File: config.mk
export PLATFORM = sky130hd
export DESIGN_NAME = fsg_flash_section_write_guard
export DESIGN_NICKNAME = d
export VERILOG_FILES = /design/src/hw/fsg_flash_section_write_guard.v /design/src/hw/fsg_region_map.v
export VERILOG_INCLUDE_DIRS = /design/src /design/src/hw
export SDC_FILE = /design/constraint.sdc
export NUM_CORES = 1
export LEC_CHECK = 0
export BUFFER_PORTS_ARGS = -buffer_cell sky130_fd_sc_hd__clkbuf_2
export CAP_MARGIN = 40
export CORE_ASPECT_RATIO = 0.6
export CORE_MARGIN = 2
export CORE_UTILIZATION = 50
export CTS_CLUSTER_DIAMETER = 60
export DETAILED_ROUTE_END_ITERATION = 7
export GPL_TIMING_DRIVEN = 0
export HOLD_SLACK_MARGIN = 0.1
export PLACE_DENSITY = 0.89
export SLEW_MARGIN = 20
export SYNTH_ARGS = -nofsm -noshare
export SYNTH_HDL_FRONTEND = slang
export SYNTH_SLANG_ARGS = --single-unit
export TNS_END_PERCENT = 1
File: constraint.sdc
create_clock -name clk -period 3.1 [get_ports clk]
set_input_delay 0.465 -clock clk [delete_from_list [all_inputs] [get_ports clk]]
set_output_delay 0.465 -clock clk [all_outputs]
set_load 0.02 [all_outputs]
File: src/hw/fsg_defines.vh
`ifndef FSG_DEFINES_VH
`define FSG_DEFINES_VH
// Page size in bytes and its address shift.
`define FSG_PAGE_BYTES 512
`define FSG_PAGE_SHIFT 9
// Region codes.
`define FSG_REG_LOADER 2'h0
`define FSG_REG_PROGRAM 2'h1
`define FSG_REG_PARAM 2'h2
`define FSG_REG_NONE 2'h3
// Default fuse values used when a fuse points beyond the flash end.
`define FSG_LOADER_FUSE_DEFAULT 8'h00
`define FSG_PROGRAM_FUSE_DEFAULT 8'h00
// Write lengths.
`define FSG_WLEN_BYTE 1'b0
`define FSG_WLEN_WORD 1'b1
`endif

File: src/hw/fsg_flash_section_write_guard.v
// What this block does
// - Flash pages of 512 bytes, byte/word writes.
// - Three consecutive regions: loader, program, parameter.
// - Refuse writes to the executing region.
// - From loader: flash halts CPU, EEPROM not.
// - From program: only parameter and EEPROM writes.
// - From parameter region: block all writes.
// - Region sizes from two fuses, 512-byte blocks.
// - Loader, then program, remainder is parameter region.
// - Loader fuse zero: whole flash is loader.
// - Program fuse zero: program region to end.
// - Program fuse not above loader: no program region.
// - Out-of-range fuse falls back to default.
// - Vectors at program start, or loader when selected.
// - Read lock blocks loader reads and fetches.
// - Read lock set from loader, effective after leaving.
// - Program and parameter write locks block updates.
`timescale 1ns/1ps
`default_nettype none
`include "fsg_defines.vh"
module fsg_flash_section_write_guard #(
  parameter ADDR_W = 16,
  parameter FUSE_W = 8,
  parameter FLASH_PAGES = 128,
  parameter HALT_CYCLES = 16
) (
  // Clock and reset
  input wire clk,
  input wire rst_n,
  // Fuses, sampled continuously
  input wire [FUSE_W-1:0] loader_size_fuse,
  input wire [FUSE_W-1:0] program_size_fuse,
  // CPU fetch and data read
  input wire [ADDR_W-1:0] fetch_addr,
  input wire fetch_valid,
  input wire [ADDR_W-1:0] read_addr,
  input wire read_valid,
  // CPU self-programming write request
  input wire wr_req,
  input wire [ADDR_W-1:0] wr_addr,
  input wire wr_is_eeprom,
  input wire wr_len,
  // Control bits
  input wire vector_table_select,
  input wire loader_read_lock_set,
  input wire program_write_lock_set,
  input wire parameter_write_lock_set,
  // Grant, refusal and stall
  output reg flash_wr_en_r,
  output reg eeprom_wr_en_r,
  output reg wr_refused_r,
  output reg cpu_halt_r,
  output reg [ADDR_W-1:0] flash_wr_addr_r,
  output reg flash_wr_len_r,
  // Read protection
  output reg fetch_blocked_r,
  output reg read_blocked_r,
  // Status
  output reg [1:0] exec_region_r,
  output reg [ADDR_W-1:0] vector_base_r,
  output reg loader_read_lock_r,
  output reg program_write_lock_r,
  output reg parameter_write_lock_r
);
  localparam PAGE_W = ADDR_W - `FSG_PAGE_SHIFT;
  localparam CNT_W = 8;
  localparam [31:0] HALT_LAST_I = HALT_CYCLES - 1;
  localparam [CNT_W-1:0] HALT_LAST = HALT_LAST_I[CNT_W-1:0];
  localparam ST_IDLE = 1'b0;
  localparam ST_HALT = 1'b1;

  wire [PAGE_W:0] loader_end_pg;
  wire [PAGE_W:0] program_end_pg;
  reg state_r;
  reg state_nxt;
  reg [CNT_W-1:0] cnt_r;
  reg lock_armed_r;
  reg [1:0] wr_region;
  reg [1:0] fetch_region;
  reg [1:0] rd_region;
  reg allow;
  reg halt_needed;
  reg take_req;
  reg flash_grant;
  reg eeprom_grant;
  reg refuse;
  reg [CNT_W-1:0] cnt_nxt;
  reg [1:0] exec_region_nxt;
  reg [ADDR_W-1:0] vector_base_nxt;
  reg lock_armed_nxt;
  reg loader_read_lock_nxt;
  reg program_write_lock_nxt;
  reg parameter_write_lock_nxt;
  reg fetch_blocked_nxt;
  reg read_blocked_nxt;

  fsg_region_map #(
    .FUSE_W(FUSE_W),
    .PAGE_W(PAGE_W),
    .FLASH_PAGES(FLASH_PAGES)
  ) u_map (
    .clk(clk),
    .rst_n(rst_n),
    .loader_size_fuse(loader_size_fuse),
    .program_size_fuse(program_size_fuse),
    .loader_end_pg_r(loader_end_pg),
    .program_end_pg_r(program_end_pg)
  );

  // Region of an address; pages are the 512-byte units.
  function [1:0] region_of;
    input [ADDR_W-1:0] a;
    input [PAGE_W:0] le;
    input [PAGE_W:0] pe;
    reg [PAGE_W:0] pg;
    begin
      pg = {1'b0, a[ADDR_W-1:`FSG_PAGE_SHIFT]};
      if (pg < le)
        region_of = `FSG_REG_LOADER;
      else if (pg < pe)
        region_of = `FSG_REG_PROGRAM;
      else
        region_of = `FSG_REG_PARAM;
    end
  endfunction

  always @*
  begin
    wr_region = region_of(wr_addr, loader_end_pg, program_end_pg);
    fetch_region = region_of(fetch_addr, loader_end_pg, program_end_pg);
    rd_region = region_of(read_addr, loader_end_pg, program_end_pg);
    allow = 1'b0;
    halt_needed = 1'b0;
    case (exec_region_r)
      `FSG_REG_LOADER:
      begin
        if (wr_is_eeprom)
          allow = 1'b1;
        else if (wr_region != `FSG_REG_LOADER)
        begin
          allow = 1'b1;
          halt_needed = 1'b1;
        end
      end
      `FSG_REG_PROGRAM:
      begin
        if (wr_is_eeprom)
          allow = 1'b1;
        else if (wr_region == `FSG_REG_PARAM)
        begin
          allow = 1'b1;
          halt_needed = 1'b1;
        end
      end
      default:
        allow = 1'b0;
    endcase
    // Write locks only guard flash regions.
    if (!wr_is_eeprom && wr_region == `FSG_REG_PROGRAM &&
        program_write_lock_r)
      allow = 1'b0;
    if (!wr_is_eeprom && wr_region == `FSG_REG_PARAM &&
        parameter_write_lock_r)
      allow = 1'b0;
    state_nxt = state_r;
    case (state_r)
      ST_IDLE:
        if (wr_req && allow && halt_needed)
          state_nxt = ST_HALT;
      ST_HALT:
        if (cnt_r == HALT_LAST)
          state_nxt = ST_IDLE;
      default:
        state_nxt = ST_IDLE;
    endcase
  end

  // Next values; a request is only taken while the guard is idle.
  always @*
  begin
    take_req = (state_r == ST_IDLE) && wr_req;
    flash_grant = take_req && allow && !wr_is_eeprom;
    eeprom_grant = take_req && allow && wr_is_eeprom;
    // A refused write never enters the halt state, so the CPU runs on.
    refuse = take_req && !allow;
    // The counter runs only while halted and restarts from zero.
    if (state_r == ST_HALT)
      cnt_nxt = cnt_r + 8'h01;
    else
      cnt_nxt = {CNT_W{1'b0}};
    // The last valid fetch decides the region of the running code.
    exec_region_nxt = exec_region_r;
    if (fetch_valid)
      exec_region_nxt = fetch_region;
    // With the whole flash as loader the program start wraps to zero.
    if (vector_table_select)
      vector_base_nxt = {ADDR_W{1'b0}};
    else
      vector_base_nxt = {loader_end_pg[PAGE_W-1:0],
                         {`FSG_PAGE_SHIFT{1'b0}}};
    // The lock request is only honoured from the loader region. It bites
    // once the fetches have left that region.
    lock_armed_nxt = lock_armed_r;
    if (loader_read_lock_set && exec_region_r == `FSG_REG_LOADER)
      lock_armed_nxt = 1'b1;
    loader_read_lock_nxt = loader_read_lock_r;
    if (lock_armed_r && exec_region_r != `FSG_REG_LOADER)
      loader_read_lock_nxt = 1'b1;
    // Write locks are sticky until reset.
    program_write_lock_nxt = program_write_lock_r ||
                             program_write_lock_set;
    parameter_write_lock_nxt = parameter_write_lock_r ||
                               parameter_write_lock_set;
    // A locked loader can be neither fetched from nor read.
    fetch_blocked_nxt = loader_read_lock_r && fetch_valid &&
                        fetch_region == `FSG_REG_LOADER;
    read_blocked_nxt = loader_read_lock_r && read_valid &&
                       rd_region == `FSG_REG_LOADER;
  end

  // Halt state machine and the length counter of the stall.
  always @(posedge clk)
  begin
    if (!rst_n)
    begin
      state_r <= ST_IDLE;
      cnt_r <= {CNT_W{1'b0}};
    end
    else
    begin
      state_r <= state_nxt;
      cnt_r <= cnt_nxt;
    end
  end

  // Write answers are one-cycle pulses, exactly one per request taken.
  always @(posedge clk)
  begin
    if (!rst_n)
    begin
      flash_wr_en_r <= 1'b0;
      eeprom_wr_en_r <= 1'b0;
      wr_refused_r <= 1'b0;
    end
    else
    begin
      flash_wr_en_r <= flash_grant;
      eeprom_wr_en_r <= eeprom_grant;
      wr_refused_r <= refuse;
    end
  end

  // The stall rises with the flash grant and stands for the halt count.
  // Requests seen while halted get no answer at all.
  always @(posedge clk)
  begin
    if (!rst_n)
      cpu_halt_r <= 1'b0;
    else
      cpu_halt_r <= (state_nxt == ST_HALT);
  end

  // The granted address is held so the CPU may move on to other work.
  // Only a flash grant updates it; refused and EEPROM writes leave it.
  always @(posedge clk)
  begin
    if (!rst_n)
    begin
      flash_wr_addr_r <= {ADDR_W{1'b0}};
      flash_wr_len_r <= `FSG_WLEN_BYTE;
    end
    else if (flash_grant)
    begin
      flash_wr_addr_r <= wr_addr;
      flash_wr_len_r <= wr_len;
    end
  end

  // Region of the code now running, and the vector table base.
  always @(posedge clk)
  begin
    if (!rst_n)
    begin
      exec_region_r <= `FSG_REG_LOADER;
      vector_base_r <= {ADDR_W{1'b0}};
    end
    else
    begin
      exec_region_r <= exec_region_nxt;
      vector_base_r <= vector_base_nxt;
    end
  end

  // Arming is kept apart so the read lock waits for the exit.
  always @(posedge clk)
  begin
    if (!rst_n)
    begin
      lock_armed_r <= 1'b0;
      loader_read_lock_r <= 1'b0;
    end
    else
    begin
      lock_armed_r <= lock_armed_nxt;
      loader_read_lock_r <= loader_read_lock_nxt;
    end
  end

  // Write locks for the program and parameter regions.
  always @(posedge clk)
  begin
    if (!rst_n)
    begin
      program_write_lock_r <= 1'b0;
      parameter_write_lock_r <= 1'b0;
    end
    else
    begin
      program_write_lock_r <= program_write_lock_nxt;
      parameter_write_lock_r <= parameter_write_lock_nxt;
    end
  end

  // Read-protect hits flag the access one cycle later.
  always @(posedge clk)
  begin
    if (!rst_n)
    begin
      fetch_blocked_r <= 1'b0;
      read_blocked_r <= 1'b0;
    end
    else
    begin
      fetch_blocked_r <= fetch_blocked_nxt;
      read_blocked_r <= read_blocked_nxt;
    end
  end
endmodule // fsg_flash_section_write_guard
`default_nettype wire

File: src/hw/fsg_region_map.v
`timescale 1ns/1ps
`default_nettype none
// Registered region boundaries in pages, from the two size fuses.
module fsg_region_map #(
  parameter FUSE_W = 8,
  parameter PAGE_W = 8,
  parameter FLASH_PAGES = 128
) (
  // Clock and reset
  input wire clk,
  input wire rst_n,
  // Fuses
  input wire [FUSE_W-1:0] loader_size_fuse,
  input wire [FUSE_W-1:0] program_size_fuse,
  // Boundaries, in pages
  output reg [PAGE_W:0] loader_end_pg_r,
  output reg [PAGE_W:0] program_end_pg_r
);
  localparam [31:0] LAST_I = FLASH_PAGES;
  localparam [PAGE_W:0] LAST = LAST_I[PAGE_W:0];
  reg [FUSE_W-1:0] lf;
  reg [FUSE_W-1:0] pf;
  reg [PAGE_W:0] le_nxt;
  reg [PAGE_W:0] pe_nxt;
  always @*
  begin
    lf = loader_size_fuse;
    pf = program_size_fuse;
    // A boundary past the flash end falls back to the default fuse.
    if ({1'b0, lf} > LAST)
      lf = `FSG_LOADER_FUSE_DEFAULT;
    if ({1'b0, pf} > LAST)
      pf = `FSG_PROGRAM_FUSE_DEFAULT;
    if (lf == 0)
    begin
      le_nxt = LAST;
      pe_nxt = LAST;
    end
    else if (pf == 0)
    begin
      le_nxt = lf;
      pe_nxt = LAST;
    end
    else if (pf <= lf)
    begin
      le_nxt = lf;
      pe_nxt = lf;
    end
    else
    begin
      le_nxt = lf;
      pe_nxt = pf;
    end
  end
  always @(posedge clk)
  begin
    if (!rst_n)
    begin
      loader_end_pg_r <= LAST;
      program_end_pg_r <= LAST;
    end
    else
    begin
      loader_end_pg_r <= le_nxt;
      program_end_pg_r <= pe_nxt;
    end
  end
endmodule // fsg_region_map
`default_nettype wire

Word level (Yosys, flattened, before mapping). Cells that the tools add are included.

Magnitude comparators: 9. Multiplexer cells: 22. Add/subtract/negate cells: 1. Bitwise operators: 2. Reduce and logical (&&, ||, !) cells: 32. Equality and inequality tests: 4.

Operator list (number): less-than comparator 7 x 8 -> 1 bit (6); 2-to-1 mux 8 bit (3); logical AND 1 bit (17); > comparator 8 bit, second input constant (2); zero test 8 bit (2); 2-to-1 mux 2 bit (6); 2-to-1 mux 1 bit (10); adder 8 x 1 -> 8 bit, second input constant (1); == test 8 x 4 -> 1 bit, second input constant (1); <= comparator 8 bit (1); zero test 2 bit (3); one-hot mux 1 bit (2 select lines) (3); == test 2 x 1 -> 1 bit, second input constant (2); nonzero test 2 bit (2); OR reduction 2 bit (2); OR reduction 3 bit (1); == test 2 bit, second input constant (1); zero test 1 bit (2); logical OR 1 bit (2); inverter 1 bit (2); AND reduction 2 bit (1).

Word-level logic and storage cells: 88. Register bits after elaboration: 69.

Logic depth before layout (Yosys ltp).
Depth after elaboration: 13. Mapped depth: 10.

Hierarchy. From an unflattened synthesis, not the netlist that was laid out.

Cell total of the unflattened synthesis: 361. Area total of the unflattened synthesis: 3294.4 um2.

By module, submodules not included: fsg_flash_section_write_guard (area an instance 2396.0 um2, cells each 263, instances 1); fsg_region_map (area an instance 898.4 um2, cells each 98, instances 1).

Worst setup path after synthesis. Ideal clock, no wire load.

Path kind: input to register. Start: input port loader_size_fuse[4]. End: register u_map.program_end_pg_r[0]. Data required time: 3.030 ns. Data arrival time: 2.604 ns. Slack: 0.426 ns. Buffers on the path: 0. Stages on the path: 10. Cell sequence: or4_1 -> nor4_4 -> nand2_1 -> ha_1 -> nand3_1 -> nor2_1 -> a32oi_1 -> nand2_1 -> or2_2 -> a21oi_1.

Word-level cells in the longest chain between the ends: 4.

Ends and longest elaborated chain: start, declared (RTL line fsg_flash_section_write_guard.v:31) `input wire [FUSE_W-1:0] loader_size_fuse,`; > comparator 8 bit (RTL line fsg_region_map.v:30) `if ({1'b0, lf} > LAST)`; 2-to-1 mux 8 bit * (RTL line fsg_region_map.v:30); <= comparator 8 bit or zero test 8 bit (tied branches) (RTL line fsg_region_map.v:44, fsg_region_map.v:34); 2-to-1 mux 8 bit or OR reduction 3 bit (tied branches); end signal, assigned (RTL line fsg_region_map.v:65) `program_end_pg_r <= pe_nxt;`; end, declared (RTL line fsg_region_map.v:17) `output reg [PAGE_W:0] program_end_pg_r`.

Mark *: on every way between the ends. The rest lies on a longest branch, timed or not. A chain may end at the register's enable or synchronous reset.

Worst setup path in the final report. Ends and elaborated chain as after synthesis.

==> impl_summary.log <==
[metrics] status: finished clean
[metrics] height of the chip: 66.37 um
[metrics] share of total power in combinational logic: 0.159
[metrics] global-route usage over all layers: 0.2550
[metrics] post-synthesis simple-gate area fraction: 0.2335
[metrics] R2R cell count: 10
[metrics] area taken by flip-flops and latches: 1201 sq um
[metrics] Worst Path Required: 3370 ps
[metrics] critical path start-end classification: in -> reg
[metrics] worst-case clock skew: approximately 6.7 ps
[metrics] headroom to the max-slew limit: 0.6181
[metrics] Placer Congestion: between 0.8 and 0.9
[metrics] sequential fraction of design power: 0.453
[metrics] area of combinational cells with multiple inputs: about 1900 sq um
[metrics] DRC violation count after routing: 0
[metrics] internal power summed over all cells: roughly 1.3 mW
[metrics] first-pass GRT wire length: between 10 and 15 mm
[metrics] maximum number of buffers from clock root to sink: 2
[metrics] final critical delay including setup and external delays: ~2700 ps
[metrics] routed metal-1 wire length: about 3.7 mm
[metrics] combinational family with the most area after synthesis: simple AND/OR/NAND/NOR gates
[metrics] DP Wirelength: 6.852 mm
[metrics] cell chain of the critical path: clkbuf_2, or4_1, nor4_4, nand2_1, ha_1, nand3_1, nor2_1, a32oi_1, nand2_1, or2_2, a21oi_1
[metrics] via count of the first global-routing pass: 2894
[metrics] Pwr Density: roughly 440 nW/um^2
[metrics] Adder-Cell Fraction of Synth Area: 0.1505
[metrics] library cell contributing the largest single delay on the critical path: or4_1
[metrics] post-route clock period utilization: 0.8820
[metrics] worst-path maximum fanout: 9
[metrics] share of cell area taken by muxes after synthesis: 0.07758
[metrics] share of layout cells above drive strength 1: 0.2636
[metrics] Net Switching: slightly below 500 uW
[metrics] number of optimization iterations in the first detailed-route pass: 5
[metrics] number of setup buffers added after CTS: 0
[metrics] clock buffers created by TritonCTS: 9
[metrics] Leakage: between 1.5 and 2 nW
[metrics] worst stage delay on the critical path: roughly 560 ps
[metrics] utilization after layout: 0.6469
[metrics] number of ports placed on the die boundary: between 100 and 150
[metrics] Hold Crit Class: in -> reg
[metrics] fraction of synthesis flops using an asynchronous set or reset pin: 0
[metrics] total clock sinks: 60
[metrics] CTS tree: yes
[metrics] Avg Synthesized Cell Area: 8.882 sq um
[metrics] Syn-to-layout area delta: 23.58%
[metrics] number of DRC markers in iteration 0: approximately 180
[metrics] number of buffers inserted by hold repair at cts: 0
[metrics] routed len/inst: roughly 15 um
[metrics] GR Overflow Total: 0
[metrics] ys flop type: dfxtp_1
[metrics] Most common cell on crit path: nand2_1
[metrics] vias: 2931
[metrics] Synth Area in XOR/XNOR: 0.01621
[metrics] Ant. Diodes: 0
[metrics] count of port buffers added during placement: 89
[metrics] sort of element at the start of the critical path: input port
[metrics] list of most frequent post-synthesis cells: dfxtp_1, nand2_1, ha_1, nor2_1, mux2i_1
[metrics] Max Clock Freq: around 0.37 GHz
[metrics] RSZ-0062 raised after global routing: no
[metrics] number of vias per cell: 5.215
[metrics] CTS clock-pin slew for the worst setup and hold paths: roughly 70 ps
[metrics] wire length after detailed routing: 8.469 mm
[metrics] # Max-Cap Violations: 0
[metrics] worst hold path cell count: 3
[metrics] number of gates given a new drive strength after cts: 0
[metrics] endpoint type of the worst setup path: flip-flop
[metrics] initial antenna violation count: 0
[metrics] met3 WL: 622 um
[metrics] ANT nets after route: 0
[metrics] met2 WL post-DR: around 4.0 mm
[metrics] Yosys warning count: 0
[metrics] leading post-synthesis cells by cell area: dfxtp_1, ha_1, mux2i_1
[metrics] Clock Root Buffer: clkbuf_8
[metrics] count of state elements after synthesis: 60
[metrics] number of endpoints with negative hold slack in the final report: 0
[metrics] actual transition at the worst max-transition pin: 572.9 ps
[metrics] Clk network pwr share: 0.388
[metrics] topmost layer with routed signal wires: met4
[metrics] Switching Share: 0.2766
[metrics] compound-gate portion of the synthesized area: 0.08491
[metrics] most area-hungry cell type in the Yosys netlist: dfxtp_1
[metrics] die width: 108.0 um
[metrics] Die Footprint: 7165 sq um
[metrics] Fillers: between 500 and 600
[metrics] signal arrival time at the worst endpoint: between 3000 and 4000 ps
[metrics] starting utilization of the core area: 0.5234
[metrics] setup_tns: 0 ps
[metrics] share of the synthesized area in the top cell type: 0.3705
[metrics] number of standard cells after synthesis: 365
[metrics] number of pins with negative max-slew slack in the final report: 0
[metrics] number of distinct library cells after synthesis: a little under 50
[metrics] top-count cell post-synth: dfxtp_1
[metrics] Max rail drop VDD: ~0.28 mV
[metrics] number of failing setup endpoints in the final timing report: 0
[metrics] number of enable-type register cells in the synthesized netlist: 0
[metrics] placement row count: 22
[metrics] sequential fraction of the synthesis area: 0.3705
[metrics] post-synthesis instance area: between 3000 and 4000 sq um
[metrics] core region area: around 6200 sq um
[metrics] clock insertion delay at the later pin of the skew report: approximately 350 ps
[metrics] deepest level of the CTS H-tree: 3
[metrics] total number of nets in the final design: about 590
[metrics] maximum number of pins on one net before global-route repair: 11
## placed cells by master, fill, tap and decap left out, drive strengths merged, types with 2 or more instances in the layout
cell type,synthesis,routed
xnor2,2,2
a211o,2,2
or4,3,3
nor4,4,4
and2,3,3
o21ai,9,9
nand2b,2,2
and3,3,3
nand3,10,10
xor2,4,4
conb,1,9
o21a,3,3
ha,39,39
nor2,33,33
nand2,48,48
o21bai,2,2
inv,23,23
nand3b,3,3
a21o,3,3
or2,3,3
dfxtp,60,60
clkbuf,6,106
nor3,7,7
clkinv,0,3
nor2b,20,20
buf,12,12
a31oi,2,2
mux2i,24,24
or3,2,2
a21oi,21,21
## state kept, by name (all words and copies together), names as in the netlist, 2 cells and up
signal and count:
vector_base_r 7, u_map.program_end_pg_r 8, u_map.loader_end_pg_r 8, cnt_r 8
exec_region_r 2, flash_wr_addr_r 16
## per-layer routing
metal | GRT usage | vias up
met4 | 0.08013 | 0
met1 | 0.3130 | 1375
met2 | 0.4371 | 96
met3 | 0.07094 | 14
met5 | 0 | -
li1 | - | 1446
## cell families (layout without fill, tap and decap cells)
logic type	after synthesis	in the layout
AO/OA/AOI/OAI	46	46
XOR/XNOR	6	6
adder cells (fa/ha/maj)	39	39
buffers and inverters	41	146
flip-flops	60	60
multiplexers	25	25
other	1	9
AND/OR/NAND/NOR	147	147
## metrics by stage
stage | cells | total power, mW | area, sq um | setup slack (ps) | hold WS (ps)
after floorplan | 373 | 0.9843 | 3272 | 425.8 | 425.8
after global placement | 546 | 1.069 | 3822 | 136.3 | 441.0
after detailed placement | 546 | 1.086 | 3822 | 66.62 | 450.4
after CTS | 562 | 1.759 | 4006 | 411.1 | 308.3
after global routing | 562 | 1.826 | 4006 | 271.0 | 326.9
final | 562 | 1.757 | 4006 | 365.9 | 316.8
## final timing paths
check	startpoint	endpoint	slack, ps
max	loader_size_fuse[4]	u_map.program_end_pg_r[0]$_SDFF_PP0_	370
min	parameter_write_lock_set	parameter_write_lock_r$_SDFF_PN0_	320
max reg2reg	u_map.loader_end_pg_r[2]$_SDFF_PP0_	flash_wr_len_r$_SDFFE_PN0P_	830
min reg2reg	flash_wr_addr_r[1]$_SDFFE_PN0P_	flash_wr_addr_r[1]$_SDFFE_PN0P_	460
## critical path, delay by kind of cell
kind,cells,cell delay [ps]
simple gates,7,1770
fa+ha+maj,1,340
compound gates,2,340
buf+inv,1,90
## cell type report
cell class	instances	share of cell area
tap	84	0.02623
sequential	60	0.2998
timing repair buffer	89	0.1112
clock inverter	5	0.01312
inverter	23	0.02155
multi-input combinational	272	0.4638
buffer	18	0.03154
clock buffer	11	0.03279
## power groups by stage
stage | registers [mW] | logic [mW] | clock network (mW)
2_1_floorplan | 0.821 | 0.163 | 0
3_3_place_gp | 0.813 | 0.256 | 0
3_5_place_dp | 0.814 | 0.272 | 0
4_1_cts | 0.796 | 0.276 | 0.686
5_1_grt | 0.798 | 0.308 | 0.720
6_report | 0.796 | 0.280 | 0.681
(Power assumes the default switching activity.)
